===== src/hw/rf_conv_pkg.sv =====
// constants, register map and types of the resistance-to-frequency converter
package rf_conv_pkg;

    // ====================================================================
    // widths
    localparam int DATA_W    = 32;
    localparam int COUNT_W   = 20;
    localparam int NIB_W     = 4;
    localparam int NIB_N     = 5;
    localparam int NIB_SEL_W = 3;
    localparam int IDX_W     = 16;
    localparam int ADDR_LSB  = 2;
    localparam int ADDR_MSB  = ADDR_LSB + IDX_W - 1;

    // ====================================================================
    // register indices; byte address is four times the index
    localparam logic [IDX_W-1:0] IDX_CONFIG   = 16'hff90;
    localparam logic [IDX_W-1:0] IDX_RUN      = 16'hff91;
    localparam logic [IDX_W-1:0] IDX_OSC_CNT  = 16'hff92;
    localparam logic [IDX_W-1:0] IDX_WIN_CNT  = 16'hff97;
    localparam logic [IDX_W-1:0] IDX_IRQ_EN   = 16'hffe7;
    localparam logic [IDX_W-1:0] IDX_IRQ_FLAG = 16'hfff7;

    // ====================================================================
    // field positions
    localparam int CFG_CHANNEL_BIT  = 0;
    localparam int CFG_TYPE_BIT     = 1;
    localparam int CFG_CLKSEL_BIT   = 2;
    localparam int RUN_SENSOR_BIT   = 0;
    localparam int RUN_REF_BIT      = 1;
    localparam int RUN_OSC_OVF_BIT  = 2;
    localparam int RUN_WIN_OVF_BIT  = 3;
    localparam int IRQ_SENSOR_BIT   = 0;
    localparam int IRQ_REF_BIT      = 1;

    // ====================================================================
    // reset values
    localparam logic [NIB_W-1:0]  NIB_RESET  = 4'h0;
    localparam logic [DATA_W-1:0] WORD_RESET = 32'h0000_0000;

    // ====================================================================
    // bus encodings
    localparam int         HTRANS_ACTIVE_BIT = 1;
    localparam logic       HRESP_OKAY        = 1'b0;

    typedef enum logic [1:0] {
        ST_IDLE,
        ST_REF,
        ST_SENSOR
    } conv_state_t;

endpackage


===== src/hw/counter_if.sv =====
// control and status bundle between the converter and one nibble counter
`timescale 1ns/1ps
interface counter_if import rf_conv_pkg::*; #(
    parameter int WIDTH = COUNT_W
) ();
    logic                 wr_en;
    logic [NIB_SEL_W-1:0] wr_nibble;
    logic [NIB_W-1:0]     wr_data;
    logic                 step;
    logic                 down;
    logic [WIDTH-1:0]     value;
    logic                 lands_zero;

    modport ctl (output wr_en, wr_nibble, wr_data, step, down,
                 input  value, lands_zero);
    modport cnt (input  wr_en, wr_nibble, wr_data, step, down,
                 output value, lands_zero);
endinterface


===== src/hw/nibble_counter.sv =====
// up/down counter written one nibble at a time, no reset value
`timescale 1ns/1ps
module nibble_counter import rf_conv_pkg::*; #(
    parameter int WIDTH = COUNT_W
) (
    input  wire logic i_clk,
    counter_if.cnt    port_c
);
    localparam int NIBS = WIDTH / NIB_W;

    logic [WIDTH-1:0] value_reg;
    logic [WIDTH-1:0] value_next;
    wire  [WIDTH-1:0] stepped = port_c.down ? value_reg - 1'b1
                                            : value_reg + 1'b1;

    // ====================================================================
    // nibble write beats the count step in the same cycle
    genvar k;
    generate
        for (k = 0; k < NIBS; k++) begin : g_nib
            assign value_next[k*NIB_W +: NIB_W] =
                (port_c.wr_en && port_c.wr_nibble == NIB_SEL_W'(k))
                    ? port_c.wr_data
                    : (port_c.step ? stepped[k*NIB_W +: NIB_W]
                                   : value_reg[k*NIB_W +: NIB_W]);
        end
    endgenerate

    assign port_c.value      = value_reg;
    assign port_c.lands_zero = port_c.step && !port_c.wr_en
                               && stepped == '0;

    // no reset on purpose: contents are undefined after reset
    always_ff @(posedge i_clk) begin
        value_reg <= value_next;
    end

endmodule


===== src/hw/rf_converter.sv =====
// resistance-to-frequency converter: counters, control and AHB-Lite slave
//
// Operation
// - oscillation counter counts up, nibble access
// - reference run stops when counter reaches zero
// - window overflow ends reference run, count kept
// - window counter down in reference, up in sensor
// - clock select picks fast or slow window clock
// - sensor type bit selects humidity sensor
// - channel bit selects channel one or zero
// - reference run bit starts, shows, clears itself
// - sensor run bit starts, shows, clears itself
// - counters have no reset value
// - reset clears config and run bits
// - two interrupt enable bits, reset to zero
// - two write-one-clear done flags, reset zero
// - done flags set on end or overflow
// - overflow ends run, sets flag, start clears
`timescale 1ns/1ps
module rf_converter import rf_conv_pkg::*; #(
    parameter int WIDTH = COUNT_W
) (
    input  wire logic              i_clk,
    input  wire logic              i_rst_b,
    input  wire logic              i_hsel,
    input  wire logic [DATA_W-1:0] i_haddr,
    input  wire logic [1:0]        i_htrans,
    input  wire logic              i_hwrite,
    input  wire logic [2:0]        i_hsize,
    input  wire logic [DATA_W-1:0] i_hwdata,
    input  wire logic              i_hready,
    output logic                   o_hreadyout,
    output logic                   o_hresp,
    output logic      [DATA_W-1:0] o_hrdata,
    input  wire logic              i_sense_oscillator_clock,
    input  wire logic              i_slow_oscillator_clock,
    input  wire logic              i_fast_oscillator_clock,
    output logic                   o_reference_osc_enable,
    output logic                   o_sensor_osc_enable,
    output logic                   o_channel_select,
    output logic                   o_sensor_type_select,
    output logic                   o_converter_irq
);

    // ====================================================================
    // decoding helpers, shared by both counters
    function automatic logic nib_hit(input logic [IDX_W-1:0] idx,
                                     input logic [IDX_W-1:0] base);
        logic [IDX_W-1:0] off;
        off = idx - base;
        return off < IDX_W'(NIB_N);
    endfunction

    function automatic logic [NIB_SEL_W-1:0] nib_sel(
        input logic [IDX_W-1:0] idx,
        input logic [IDX_W-1:0] base);
        logic [IDX_W-1:0] off;
        off = idx - base;
        return off[NIB_SEL_W-1:0];
    endfunction

    // ====================================================================
    // declarations
    counter_if #(.WIDTH(WIDTH)) osc_c ();
    counter_if #(.WIDTH(WIDTH)) win_c ();

    conv_state_t        state_reg;
    conv_state_t        state_next;
    logic               wr_pend_reg;
    logic               rd_wait_reg;
    logic [IDX_W-1:0]   idx_reg;
    logic [DATA_W-1:0]  hrdata_reg;
    logic               window_clock_select_reg;
    logic               sensor_type_select_reg;
    logic               channel_select_reg;
    logic               osc_ovf_reg;
    logic               osc_ovf_next;
    logic               win_ovf_reg;
    logic               win_ovf_next;
    logic               ref_irq_en_reg;
    logic               sensor_irq_en_reg;
    logic               ref_flag_reg;
    logic               ref_flag_next;
    logic               sensor_flag_reg;
    logic               sensor_flag_next;
    logic               sense_prev_reg;
    logic               slow_prev_reg;
    logic               fast_prev_reg;

    // ====================================================================
    // bus address phase and write strobes
    wire addr_take = i_hsel && i_htrans[HTRANS_ACTIVE_BIT] && i_hready;
    wire [IDX_W-1:0] addr_idx = i_haddr[ADDR_MSB:ADDR_LSB];
    wire [NIB_W-1:0] wdata    = i_hwdata[NIB_W-1:0];

    // one compare per register, shared by write strobes and read mux
    wire sel_cfg  = idx_reg == IDX_CONFIG;
    wire sel_run  = idx_reg == IDX_RUN;
    wire sel_en   = idx_reg == IDX_IRQ_EN;
    wire sel_flag = idx_reg == IDX_IRQ_FLAG;
    wire wr_cfg   = wr_pend_reg && sel_cfg;
    wire wr_run   = wr_pend_reg && sel_run;
    wire wr_irqen = wr_pend_reg && sel_en;
    wire wr_flag  = wr_pend_reg && sel_flag;
    wire osc_hit  = nib_hit(idx_reg, IDX_OSC_CNT);
    wire win_hit  = nib_hit(idx_reg, IDX_WIN_CNT);

    // ====================================================================
    // run control
    wire idle      = state_reg == ST_IDLE;
    wire running   = !idle;
    wire in_ref    = state_reg == ST_REF;
    wire in_sensor = state_reg == ST_SENSOR;

    // a start while a run is active is ignored; reference wins a tie
    wire start_ref    = wr_run && wdata[RUN_REF_BIT] && idle;
    wire start_sensor = wr_run && wdata[RUN_SENSOR_BIT]
                        && !wdata[RUN_REF_BIT] && idle;
    wire start_any    = start_ref || start_sensor;

    // ====================================================================
    // oscillator clocks taken as synchronous levels, rising edges counted
    wire sense_tick = i_sense_oscillator_clock && !sense_prev_reg;
    wire slow_tick  = i_slow_oscillator_clock && !slow_prev_reg;
    wire fast_tick  = i_fast_oscillator_clock && !fast_prev_reg;
    wire win_tick   = window_clock_select_reg ? fast_tick
                                              : slow_tick;

    // ====================================================================
    // counter control; nothing counts while idle
    assign osc_c.wr_en     = wr_pend_reg && osc_hit;
    assign osc_c.wr_nibble = nib_sel(idx_reg, IDX_OSC_CNT);
    assign osc_c.wr_data   = wdata;
    assign osc_c.step      = running && sense_tick;
    assign osc_c.down      = 1'b0;

    assign win_c.wr_en     = wr_pend_reg && win_hit;
    assign win_c.wr_nibble = nib_sel(idx_reg, IDX_WIN_CNT);
    assign win_c.wr_data   = wdata;
    assign win_c.step      = running && win_tick;
    assign win_c.down      = in_ref;

    nibble_counter #(.WIDTH(WIDTH)) u_osc_counter (
        .i_clk  (i_clk),
        .port_c (osc_c)
    );

    nibble_counter #(.WIDTH(WIDTH)) u_win_counter (
        .i_clk  (i_clk),
        .port_c (win_c)
    );

    // ====================================================================
    // end of run events
    // reference run: oscillation counter rolling to zero is the normal end
    wire ref_osc_done = in_ref && osc_c.lands_zero;
    // window counter coming back to zero after a full down count
    wire ref_win_ovf  = in_ref && win_c.lands_zero;
    // sensor run: window counter climbing to zero closes the window
    wire sen_win_done = in_sensor && win_c.lands_zero;
    wire sen_osc_ovf  = in_sensor && osc_c.lands_zero;
    wire ref_end      = ref_osc_done || ref_win_ovf;
    wire sen_end      = sen_win_done || sen_osc_ovf;

    // ====================================================================
    // next state
    always_comb begin
        state_next = state_reg;
        case (state_reg)
            ST_IDLE: begin
                if (start_ref) begin
                    state_next = ST_REF;
                end else if (start_sensor) begin
                    state_next = ST_SENSOR;
                end
            end
            ST_REF: begin
                if (ref_end) begin
                    state_next = ST_IDLE;
                end
            end
            ST_SENSOR: begin
                if (sen_end) begin
                    state_next = ST_IDLE;
                end
            end
            default: begin
                state_next = ST_IDLE;
            end
        endcase
    end

    // ====================================================================
    // flags: hardware set wins over a software clear in the same cycle
    wire clr_osc_ovf = (wr_run && wdata[RUN_OSC_OVF_BIT]) || start_any;
    wire clr_win_ovf = (wr_run && wdata[RUN_WIN_OVF_BIT]) || start_any;
    wire clr_ref     = wr_flag && wdata[IRQ_REF_BIT];
    wire clr_sensor  = wr_flag && wdata[IRQ_SENSOR_BIT];

    assign osc_ovf_next     = (osc_ovf_reg && !clr_osc_ovf)
                              || sen_osc_ovf;
    assign win_ovf_next     = (win_ovf_reg && !clr_win_ovf)
                              || ref_win_ovf;
    assign ref_flag_next    = (ref_flag_reg && !clr_ref)
                              || ref_end;
    assign sensor_flag_next = (sensor_flag_reg && !clr_sensor)
                              || sen_end;

    // ====================================================================
    // read data selection
    wire [NIB_W-1:0] cfg_nib = {1'b0, window_clock_select_reg,
                                sensor_type_select_reg,
                                channel_select_reg};
    wire [NIB_W-1:0] run_nib = {win_ovf_reg, osc_ovf_reg,
                                in_ref, in_sensor};
    wire [NIB_W-1:0] en_nib  = {2'b00, ref_irq_en_reg, sensor_irq_en_reg};
    wire [NIB_W-1:0] flg_nib = {2'b00, ref_flag_reg, sensor_flag_reg};
    wire [NIB_W-1:0] osc_nib =
        osc_c.value[nib_sel(idx_reg, IDX_OSC_CNT)*NIB_W +: NIB_W];
    wire [NIB_W-1:0] win_nib =
        win_c.value[nib_sel(idx_reg, IDX_WIN_CNT)*NIB_W +: NIB_W];

    wire [NIB_W-1:0] read_nib =
        sel_cfg  ? cfg_nib :
        sel_run  ? run_nib :
        osc_hit  ? osc_nib :
        win_hit  ? win_nib :
        sel_en   ? en_nib  :
        sel_flag ? flg_nib : NIB_RESET;
    wire [DATA_W-1:0] read_word = {{(DATA_W-NIB_W){1'b0}}, read_nib};

    // ====================================================================
    // bus slave: writes complete with no wait, reads take one wait state
    // so that read data always leave a flip-flop
    always_ff @(posedge i_clk or negedge i_rst_b) begin
        if (!i_rst_b) begin
            wr_pend_reg <= 1'b0;
            rd_wait_reg <= 1'b0;
            idx_reg     <= '0;
            hrdata_reg  <= WORD_RESET;
        end else begin
            wr_pend_reg <= addr_take && i_hwrite;
            rd_wait_reg <= addr_take && !i_hwrite;
            if (addr_take) begin
                idx_reg <= addr_idx;
            end
            if (rd_wait_reg) begin
                hrdata_reg <= read_word;
            end
        end
    end

    // ====================================================================
    // control registers
    always_ff @(posedge i_clk or negedge i_rst_b) begin
        if (!i_rst_b) begin
            window_clock_select_reg <= 1'b0;
            sensor_type_select_reg  <= 1'b0;
            channel_select_reg      <= 1'b0;
        end else begin
            if (wr_cfg) begin
                window_clock_select_reg <= wdata[CFG_CLKSEL_BIT];
                sensor_type_select_reg  <= wdata[CFG_TYPE_BIT];
                channel_select_reg      <= wdata[CFG_CHANNEL_BIT];
            end
        end
    end

    // interrupt enables
    always_ff @(posedge i_clk or negedge i_rst_b) begin
        if (!i_rst_b) begin
            ref_irq_en_reg    <= 1'b0;
            sensor_irq_en_reg <= 1'b0;
        end else begin
            if (wr_irqen) begin
                ref_irq_en_reg    <= wdata[IRQ_REF_BIT];
                sensor_irq_en_reg <= wdata[IRQ_SENSOR_BIT];
            end
        end
    end

    // ====================================================================
    // run state and flags
    always_ff @(posedge i_clk or negedge i_rst_b) begin
        if (!i_rst_b) begin
            state_reg       <= ST_IDLE;
        end else begin
            state_reg       <= state_next;
        end
    end

    // set beats a same-cycle clear, folded into the _next terms
    always_ff @(posedge i_clk or negedge i_rst_b) begin
        if (!i_rst_b) begin
            osc_ovf_reg     <= 1'b0;
            win_ovf_reg     <= 1'b0;
            ref_flag_reg    <= 1'b0;
            sensor_flag_reg <= 1'b0;
        end else begin
            osc_ovf_reg     <= osc_ovf_next;
            win_ovf_reg     <= win_ovf_next;
            ref_flag_reg    <= ref_flag_next;
            sensor_flag_reg <= sensor_flag_next;
        end
    end

    // ====================================================================
    // oscillator edge history
    // a false tick right after reset is harmless: nothing counts idle
    always_ff @(posedge i_clk or negedge i_rst_b) begin
        if (!i_rst_b) begin
            sense_prev_reg  <= 1'b0;
            slow_prev_reg   <= 1'b0;
            fast_prev_reg   <= 1'b0;
        end else begin
            sense_prev_reg  <= i_sense_oscillator_clock;
            slow_prev_reg   <= i_slow_oscillator_clock;
            fast_prev_reg   <= i_fast_oscillator_clock;
        end
    end

    // ====================================================================
    // outputs
    assign o_hreadyout            = !rd_wait_reg;
    assign o_hresp                = HRESP_OKAY;
    assign o_hrdata               = hrdata_reg;
    assign o_reference_osc_enable = in_ref;
    assign o_sensor_osc_enable    = in_sensor;
    assign o_channel_select       = channel_select_reg;
    assign o_sensor_type_select   = sensor_type_select_reg;
    // flags rise regardless of the enables; only the request is gated
    assign o_converter_irq = (ref_flag_reg && ref_irq_en_reg)
                             || (sensor_flag_reg && sensor_irq_en_reg);

endmodule

===== config.mk =====
export PLATFORM = sky130hd
export DESIGN_NAME = rf_converter
export DESIGN_NICKNAME = d
export VERILOG_FILES = /design/src/hw/rf_conv_pkg.sv /design/src/hw/counter_if.sv /design/src/hw/nibble_counter.sv /design/src/hw/rf_converter.sv
export SDC_FILE = /design/constraint.sdc
export NUM_CORES = 1
export LEC_CHECK = 0
export ABC_AREA = 1
export BUFFER_PORTS_ARGS = -buffer_cell sky130_fd_sc_hd__clkbuf_2
export CORE_UTILIZATION = 50
export CTS_CLUSTER_SIZE = 16
export DETAILED_ROUTE_END_ITERATION = 6
export GPL_TIMING_DRIVEN = 1
export PLACE_DENSITY = 0.79
export SETUP_SLACK_MARGIN = 0.02
export SLEW_MARGIN = 20
export SYNTH_ARGS = -nofsm -noshare
export SYNTH_HDL_FRONTEND = slang
export SYNTH_SLANG_ARGS = --single-unit
export TNS_END_PERCENT = 30

===== constraint.sdc =====
create_clock -name i_clk -period 4.8 [get_ports i_clk]
set_input_delay 0.72 -clock i_clk [delete_from_list [all_inputs] [get_ports i_clk]]
set_output_delay 0.72 -clock i_clk [all_outputs]
set_load 0.005 [all_outputs]

**Word level (Yosys, flattened, before mapping)**

Cells that the tools add are included.

- Flip-flop bits (word level): 76
- Latch bits: 0
- Bits in writable memories: 0
- ROM bits: 0
- Bits of input ports: 77
- Output and inout port bits: 39
- Logic and storage cells: 173
- Memories: 0

- $add $sub $neg: 5
- Multiply operators: 0
- Div/mod/pow operators: 0
- Magnitude comparators: 2
- Equal/unequal tests: 17
- Shifts and indexed selects: 2
- Muxes and demuxes: 33
- Bitwise gates (word level): 0
- Reductions and logical operators: 87

Operators by type and width:

| cell | count |
|---|---|
| $mux W4 | 24 |
| $eq A16 B16 Y1 const B | 4 |
| $logic_and A1 B1 Y1 | 48 |
| $add A20 B1 Y20 const B | 2 |
| $logic_not A20 Y1 | 2 |
| $shiftx A20 B6 Y4 | 2 |
| $lt A16 B3 Y1 const B | 2 |
| $sub A16 B16 Y16 const B | 2 |
| $mux W20 | 1 |
| $reduce_bool A2 Y1 | 10 |
| $sub A20 B1 Y20 const B | 1 |
| $logic_not A1 Y1 | 13 |
| $eq A3 B2 Y1 const B | 4 |
| $mux W2 | 6 |
| $logic_or A1 B1 Y1 | 10 |
| $eq A3 B1 Y1 const B | 2 |
| $eq A3 B3 Y1 const B | 2 |
| $logic_not A3 Y1 | 2 |
| $pmux W2 S3 | 1 |
| $ne A2 B1 Y1 const B | 2 |
| $ne A3 B1 Y1 const B | 1 |
| $reduce_and A3 Y1 | 1 |
| $eq A2 B1 Y1 const B | 1 |
| $eq A2 B2 Y1 const B | 1 |
| other kinds (2) | 2 |

**Longest topological paths before layout**

- Depth in word-level cells: 10
- Gate-level depth with buffers: 22
- Depth with buffers taken out: 22

**Cells and area by module**

A second synthesis with hierarchy kept.

- Cell total of the unflattened synthesis: 1144
- Area total of the unflattened synthesis: 7342.0 um2

By module, submodules not included:

| module | times used | cells each | area each (um2) |
|---|---|---|---|
| nibble_counter | 2 | 344 | 2182.1 |
| rf_converter | 1 | 456 | 2977.9 |

**Worst setup path after synthesis**

Ideal clock, no wire load.

- Path type: reg-to-reg
- Start point: register idx_reg[1]
- End point: register u_osc_counter.value_reg[12] (netlist: u_osc_counter.port_c.value[12]), enable pin
- Data arrival time: 2.269 ns
- Data required time: 4.491 ns
- Slack: 2.222 ns
- Cell stages (with the launch flop): 13
- Buffers on the path: 0
- Clock period less this slack: 2.578 ns
- Path through: dfrtp_1 inv_1 ha_1 inv_1 o21ai_2 nand2_4 xor2_1 nor2_1 nor4b_1 nand3_2 clkinv_4 nand3_2 nand2_1

- Cells in the longest elaborated chain, start to end: 5
- Elaborated cells on any way between the ends: 6
- Those cells by class: 1 x add/sub; 1 x order compare; 1 x eq/ne; 3 x reduce/logical

Ends and longest elaborated chain:

| what | RTL line | source |
|---|---|---|
| start: declaration | rf_converter.sv:71 | `logic [IDX_W-1:0] idx_reg;` |
| start signal: assignment | rf_converter.sv:245 | `idx_reg <= addr_idx;` |
| $sub A16 B16 Y16 (*) | rf_converter.sv:58 | `off = idx - base;` |
| $lt A16 B3 Y1 | rf_converter.sv:51 | `return off < IDX_W'(NIB_N);` |
| $logic_and A1 B1 Y1 | rf_converter.sv:131 | `assign osc_c.wr_en = wr_pend_reg && osc_hit;` |
| $logic_and A1 B1 Y1 (*) | nibble_counter.sv:22 | `(port_c.wr_en && port_c.wr_nibble == NIB_SEL_W'(k))` |
| $reduce_bool A2 Y1 (no source line) (*) | - |  |
| end signal: assignment | nibble_counter.sv:35 | `value_reg <= value_next;` |
| end: declaration | nibble_counter.sv:11 | `logic [WIDTH-1:0] value_reg;` |

Every way passes the cells marked *; elsewhere a longest branch is shown, timed or not.
A chain may end at the register's enable or synchronous reset.

**Worst setup path in the final report**

- Start point: register idx_reg[0]
- End point: register hrdata_reg[0] (netlist: o_hrdata[0])

- Cells in the longest elaborated chain, start to end: 7
- Elaborated cells on any way between the ends: 16
- Those cells by class: 2 x add/sub; 2 x order compare; 4 x eq/ne; 2 x shift; 6 x mux

Ends and longest elaborated chain:

| what | RTL line | source |
|---|---|---|
| parallel branches: the longest is 6 deep, another holds $sub A16 B16 Y16 | - |  |
| $mux W4 (*) | rf_converter.sv:224 | `sel_cfg ? cfg_nib :` |
| end signal: assignment | rf_converter.sv:248 | `hrdata_reg <= read_word;` |
| end: declaration | rf_converter.sv:72 | `logic [DATA_W-1:0] hrdata_reg;` |

Every way passes the cells marked *.

==> flow_summary.json <==
{
  "drv_slew": 0,
  "synthCells": 1077,
  "synthFlopType": "edfxtp_1",
  "final_hold_viol_count": 0,
  "die_h_um": 122.2,
  "fin_util_pct": 55.38,
  "outcome": "finished clean",
  "yosys.area.top_type_share_pct": 16.63,
  "start_util_pct": 51.64,
  "grt-ovfl-total": 0,
  "cp-start-kind": "flop",
  "seqPwrFrac_pct": 38.4,
  "drt_iter0_drc": 794,
  "max_slew.worst_pin.slew_ps": 886.0,
  "path_class": "reg -> reg",
  "fin_crit_sh_pct": 70.36,
  "finClkSkew_ps": 5.582,
  "power_w": 0.001972,
  "fin_area_sq_um": 7747,
  "setup_tns_ps": 0,
  "hpwl_mm": 15.25,
  "hp-class": "in -> async",
  "synth_cell_types": 57,
  "final-seq-area_sq_um": 2102,
  "crit_chain": "clkinv_1, ha_1, inv_1, nand2_1, o211ai_1, a21oi_1, a31oi_1, nand2_1, o21ai_0, nand2_1, nand2_1, nand2_1, nand2_1, nand2_1",
  "p_sw_share_pct": 32.88,
  "cts.repair.resized": 0,
  "end_kind": "flop",
  "via_per_inst": 5.585,
  "cts.path.max_buffers": 2,
  "max_cap_violations": 0,
  "routabilityCongestion": 0.9800,
  "slew_headroom_pct": 40.93,
  "power.leakage_nw": 3.866,
  "clk_pin_slew_ps": 60,
  "critical_path.most_common_cell": "nand2_1",
  "antennaDiodeCount": 0,
  "ctsHtreeMaxLevel": 3,
  "period_needed_ps": 3377,
  "antenna_found_initial": 0,
  "root_buffer": "clkbuf_16",
  "grtUsageTotal_pct": 27.74,
  "multi_input_area_sq_um": 4380,
  "area_growth_pct": 7.258,
  "drtAntennaViolNets": 0,
  "cpMaxStageDelayCell": "dfrtp_1",
  "share_comb_of_total_power_pct": 24.2,
  "p_int_w": 0.001323,
  "cp_data_required_time_ps": 5040,
  "holdBufCountCts": 0,
  "holdWs_ps": 477.9,
  "fmax_mhz": 296.1,
  "grt_pass1_vias": 6371,
  "core_sq_um": 13990,
  "routed_wl_mm": 19.57,
  "p_clk_share_pct": 37.4,
  "grt_max_degree": 37,
  "clock_latency_ps": 350,
  "placed_area_sq_um": 7406,
  "cts_made_buffers": 9,
  "num_io_pins": 116,
  "clock_sinks": 76,
  "synth_area_leaders": "edfxtp_1, nand2_1, dfrtp_1, nor2_1, nand3_1",
  "vias": 7221,
  "p_per_area_nw_per_um2": 254.5,
  "cp.arrival_ps": 3620,
  "max_stage_delay_ps": 830,
  "ys_seq_area_share_pct": 29.10,
  "cp_max_fo": 25,
  "port_buffers": 38,
  "cts_tree": "yes",
  "final_layout_size_suffix_gt1_share_pct": 11.32,
  "drc": 0,
  "dr.pass1.iters": 6,
  "ys_seq_elements": 76,
  "syn_area_sq_um": 7223,
  "rsz0062_at_grt": "false",
  "synth_edf_count": 40,
  "cts_post_setup_buffers_inserted": 0,
  "ys_warn_count": 0,
  "wl_per_cell_um": 15.14,
  "setup_viol": 0,
  "p_sw_w": 0.0006483,
  "dieWidth_um": 122.2,
  "synthArstFlopShare_pct": 47.37,
  "num-fill-cells": 1365,
  "fp.dieArea_sq_um": 14930,
  "synth_top_area_cell": "edfxtp_1",
  "syn_avg_cell_area_sq_um": 6.707,
  "final_nets": 1199,
  "ir_drop_mv": 0.2616,
  "floorplan.rows": 43,
  "grt_pass1_wl_mm": 31.86
}
==> path summary, 6_finish.rpt <==
check                       startpoint           end  slack (ps)  cells after the start
setup / recovery            idx_reg[0]   o_hrdata[0]        1420                     14
hold / removal                 i_rst_b   idx_reg[11]         480                      1
setup reg to reg            idx_reg[0]   o_hrdata[0]        1420                     14
hold reg to reg            o_hrdata[3]   o_hrdata[3]         480                      2
max in group asynchronous      i_rst_b  state_reg[0]        3760                      1
min in group i_clk         o_hrdata[3]   o_hrdata[3]         480                      2
==> cell families (layout without fill, tap and decap cells) <==
| kind of cell | Yosys count | in the layout | share of synthesized area (%) |
|---|---|---|---|
| xor gates and xnor gates | 34 | 34 | 4.331 |
| other | 1 | 29 | 0.05192 |
| and+or+nand+nor | 619 | 619 | 39.98 |
| AOI/OAI and AO/OA | 153 | 153 | 12.33 |
| buffers and inverters | 180 | 188 | 11.78 |
| adders and majority gates | 14 | 14 | 2.425 |
| DFF | 76 | 76 | 29.10 |
==> cell usage in the layout, fill, tap and decap left out, drive strengths merged, types with 5 or more instances in the layout <==
cell	count
dfrtp	36
conb	29
clkinv	5
ha	14
edfxtp	40
nand3b	6
nor2	135
nand3	106
inv	130
nor3	14
nand2	325
a21oi	45
a41oi	13
clkbuf	53
xor2	30
o21ai	75
nand4	20
==> power by group through the flow <==
stage	combinational (W)	sequential, W	clock [W]
final	0.000478	0.000757	0.000737
after floorplan	0.000395	0.000742	0
after global routing	0.000533	0.000763	0.000770
after detailed placement	0.000468	0.000768	0
after CTS	0.000471	0.000755	0.000745
after global placement	0.000461	0.000767	0
==> synth_stat cells (14+ instances only) <==
cell type / count
ha_1: 14
o21ai_1: 34
nand4_1: 20
xor2_1: 28
o21ai_0: 40
nor2_1: 126
dfrtp_1: 36
a21oi_1: 43
buf_4: 30
edfxtp_1: 40
nand2_2: 26
nand3_1: 93
inv_1: 124
nand2_1: 294
==> cell type report <==
cell class              count  share of cell area [%]
multi-input cells         849                   56.54
flip-flops and latches     76                   27.13
inverters                 134                   6.621
clock buffers              15                   4.280
well taps                 180                   2.907
repair buffers             38                   2.455
clock inverters             1                 0.06460
==> stage by stage <==
stage	std cells	worst slack, ps
5_1_grt	1293	1071
6_report	1293	1423
2_1_floorplan	1105	2222
3_3_place_gp	1277	1531
3_5_place_dp	1277	1490
4_1_cts	1293	1464
==> critical path: cells and delay by family (launching register included) <==
family | cells | cell delay (ps)
DFF | 1 | 830
adders and majority gates | 1 | 480
and+or+nand+nor | 7 | 570
AOI/OAI and AO/OA | 4 | 570
buffers and inverters | 2 | 800
==> metal layers <==
layer | routed length (um) | vias up | global-route usage (%)
met2 | 8157 | 355 | 40.01
met3 | 1971 | 45 | 3.605
met4 | 485 | 0 | 10.67
met5 | 0 | - | 0
li1 | - | 3555 | -
met1 | 8955 | 3266 | 41.70
(Power assumes the default switching activity.)
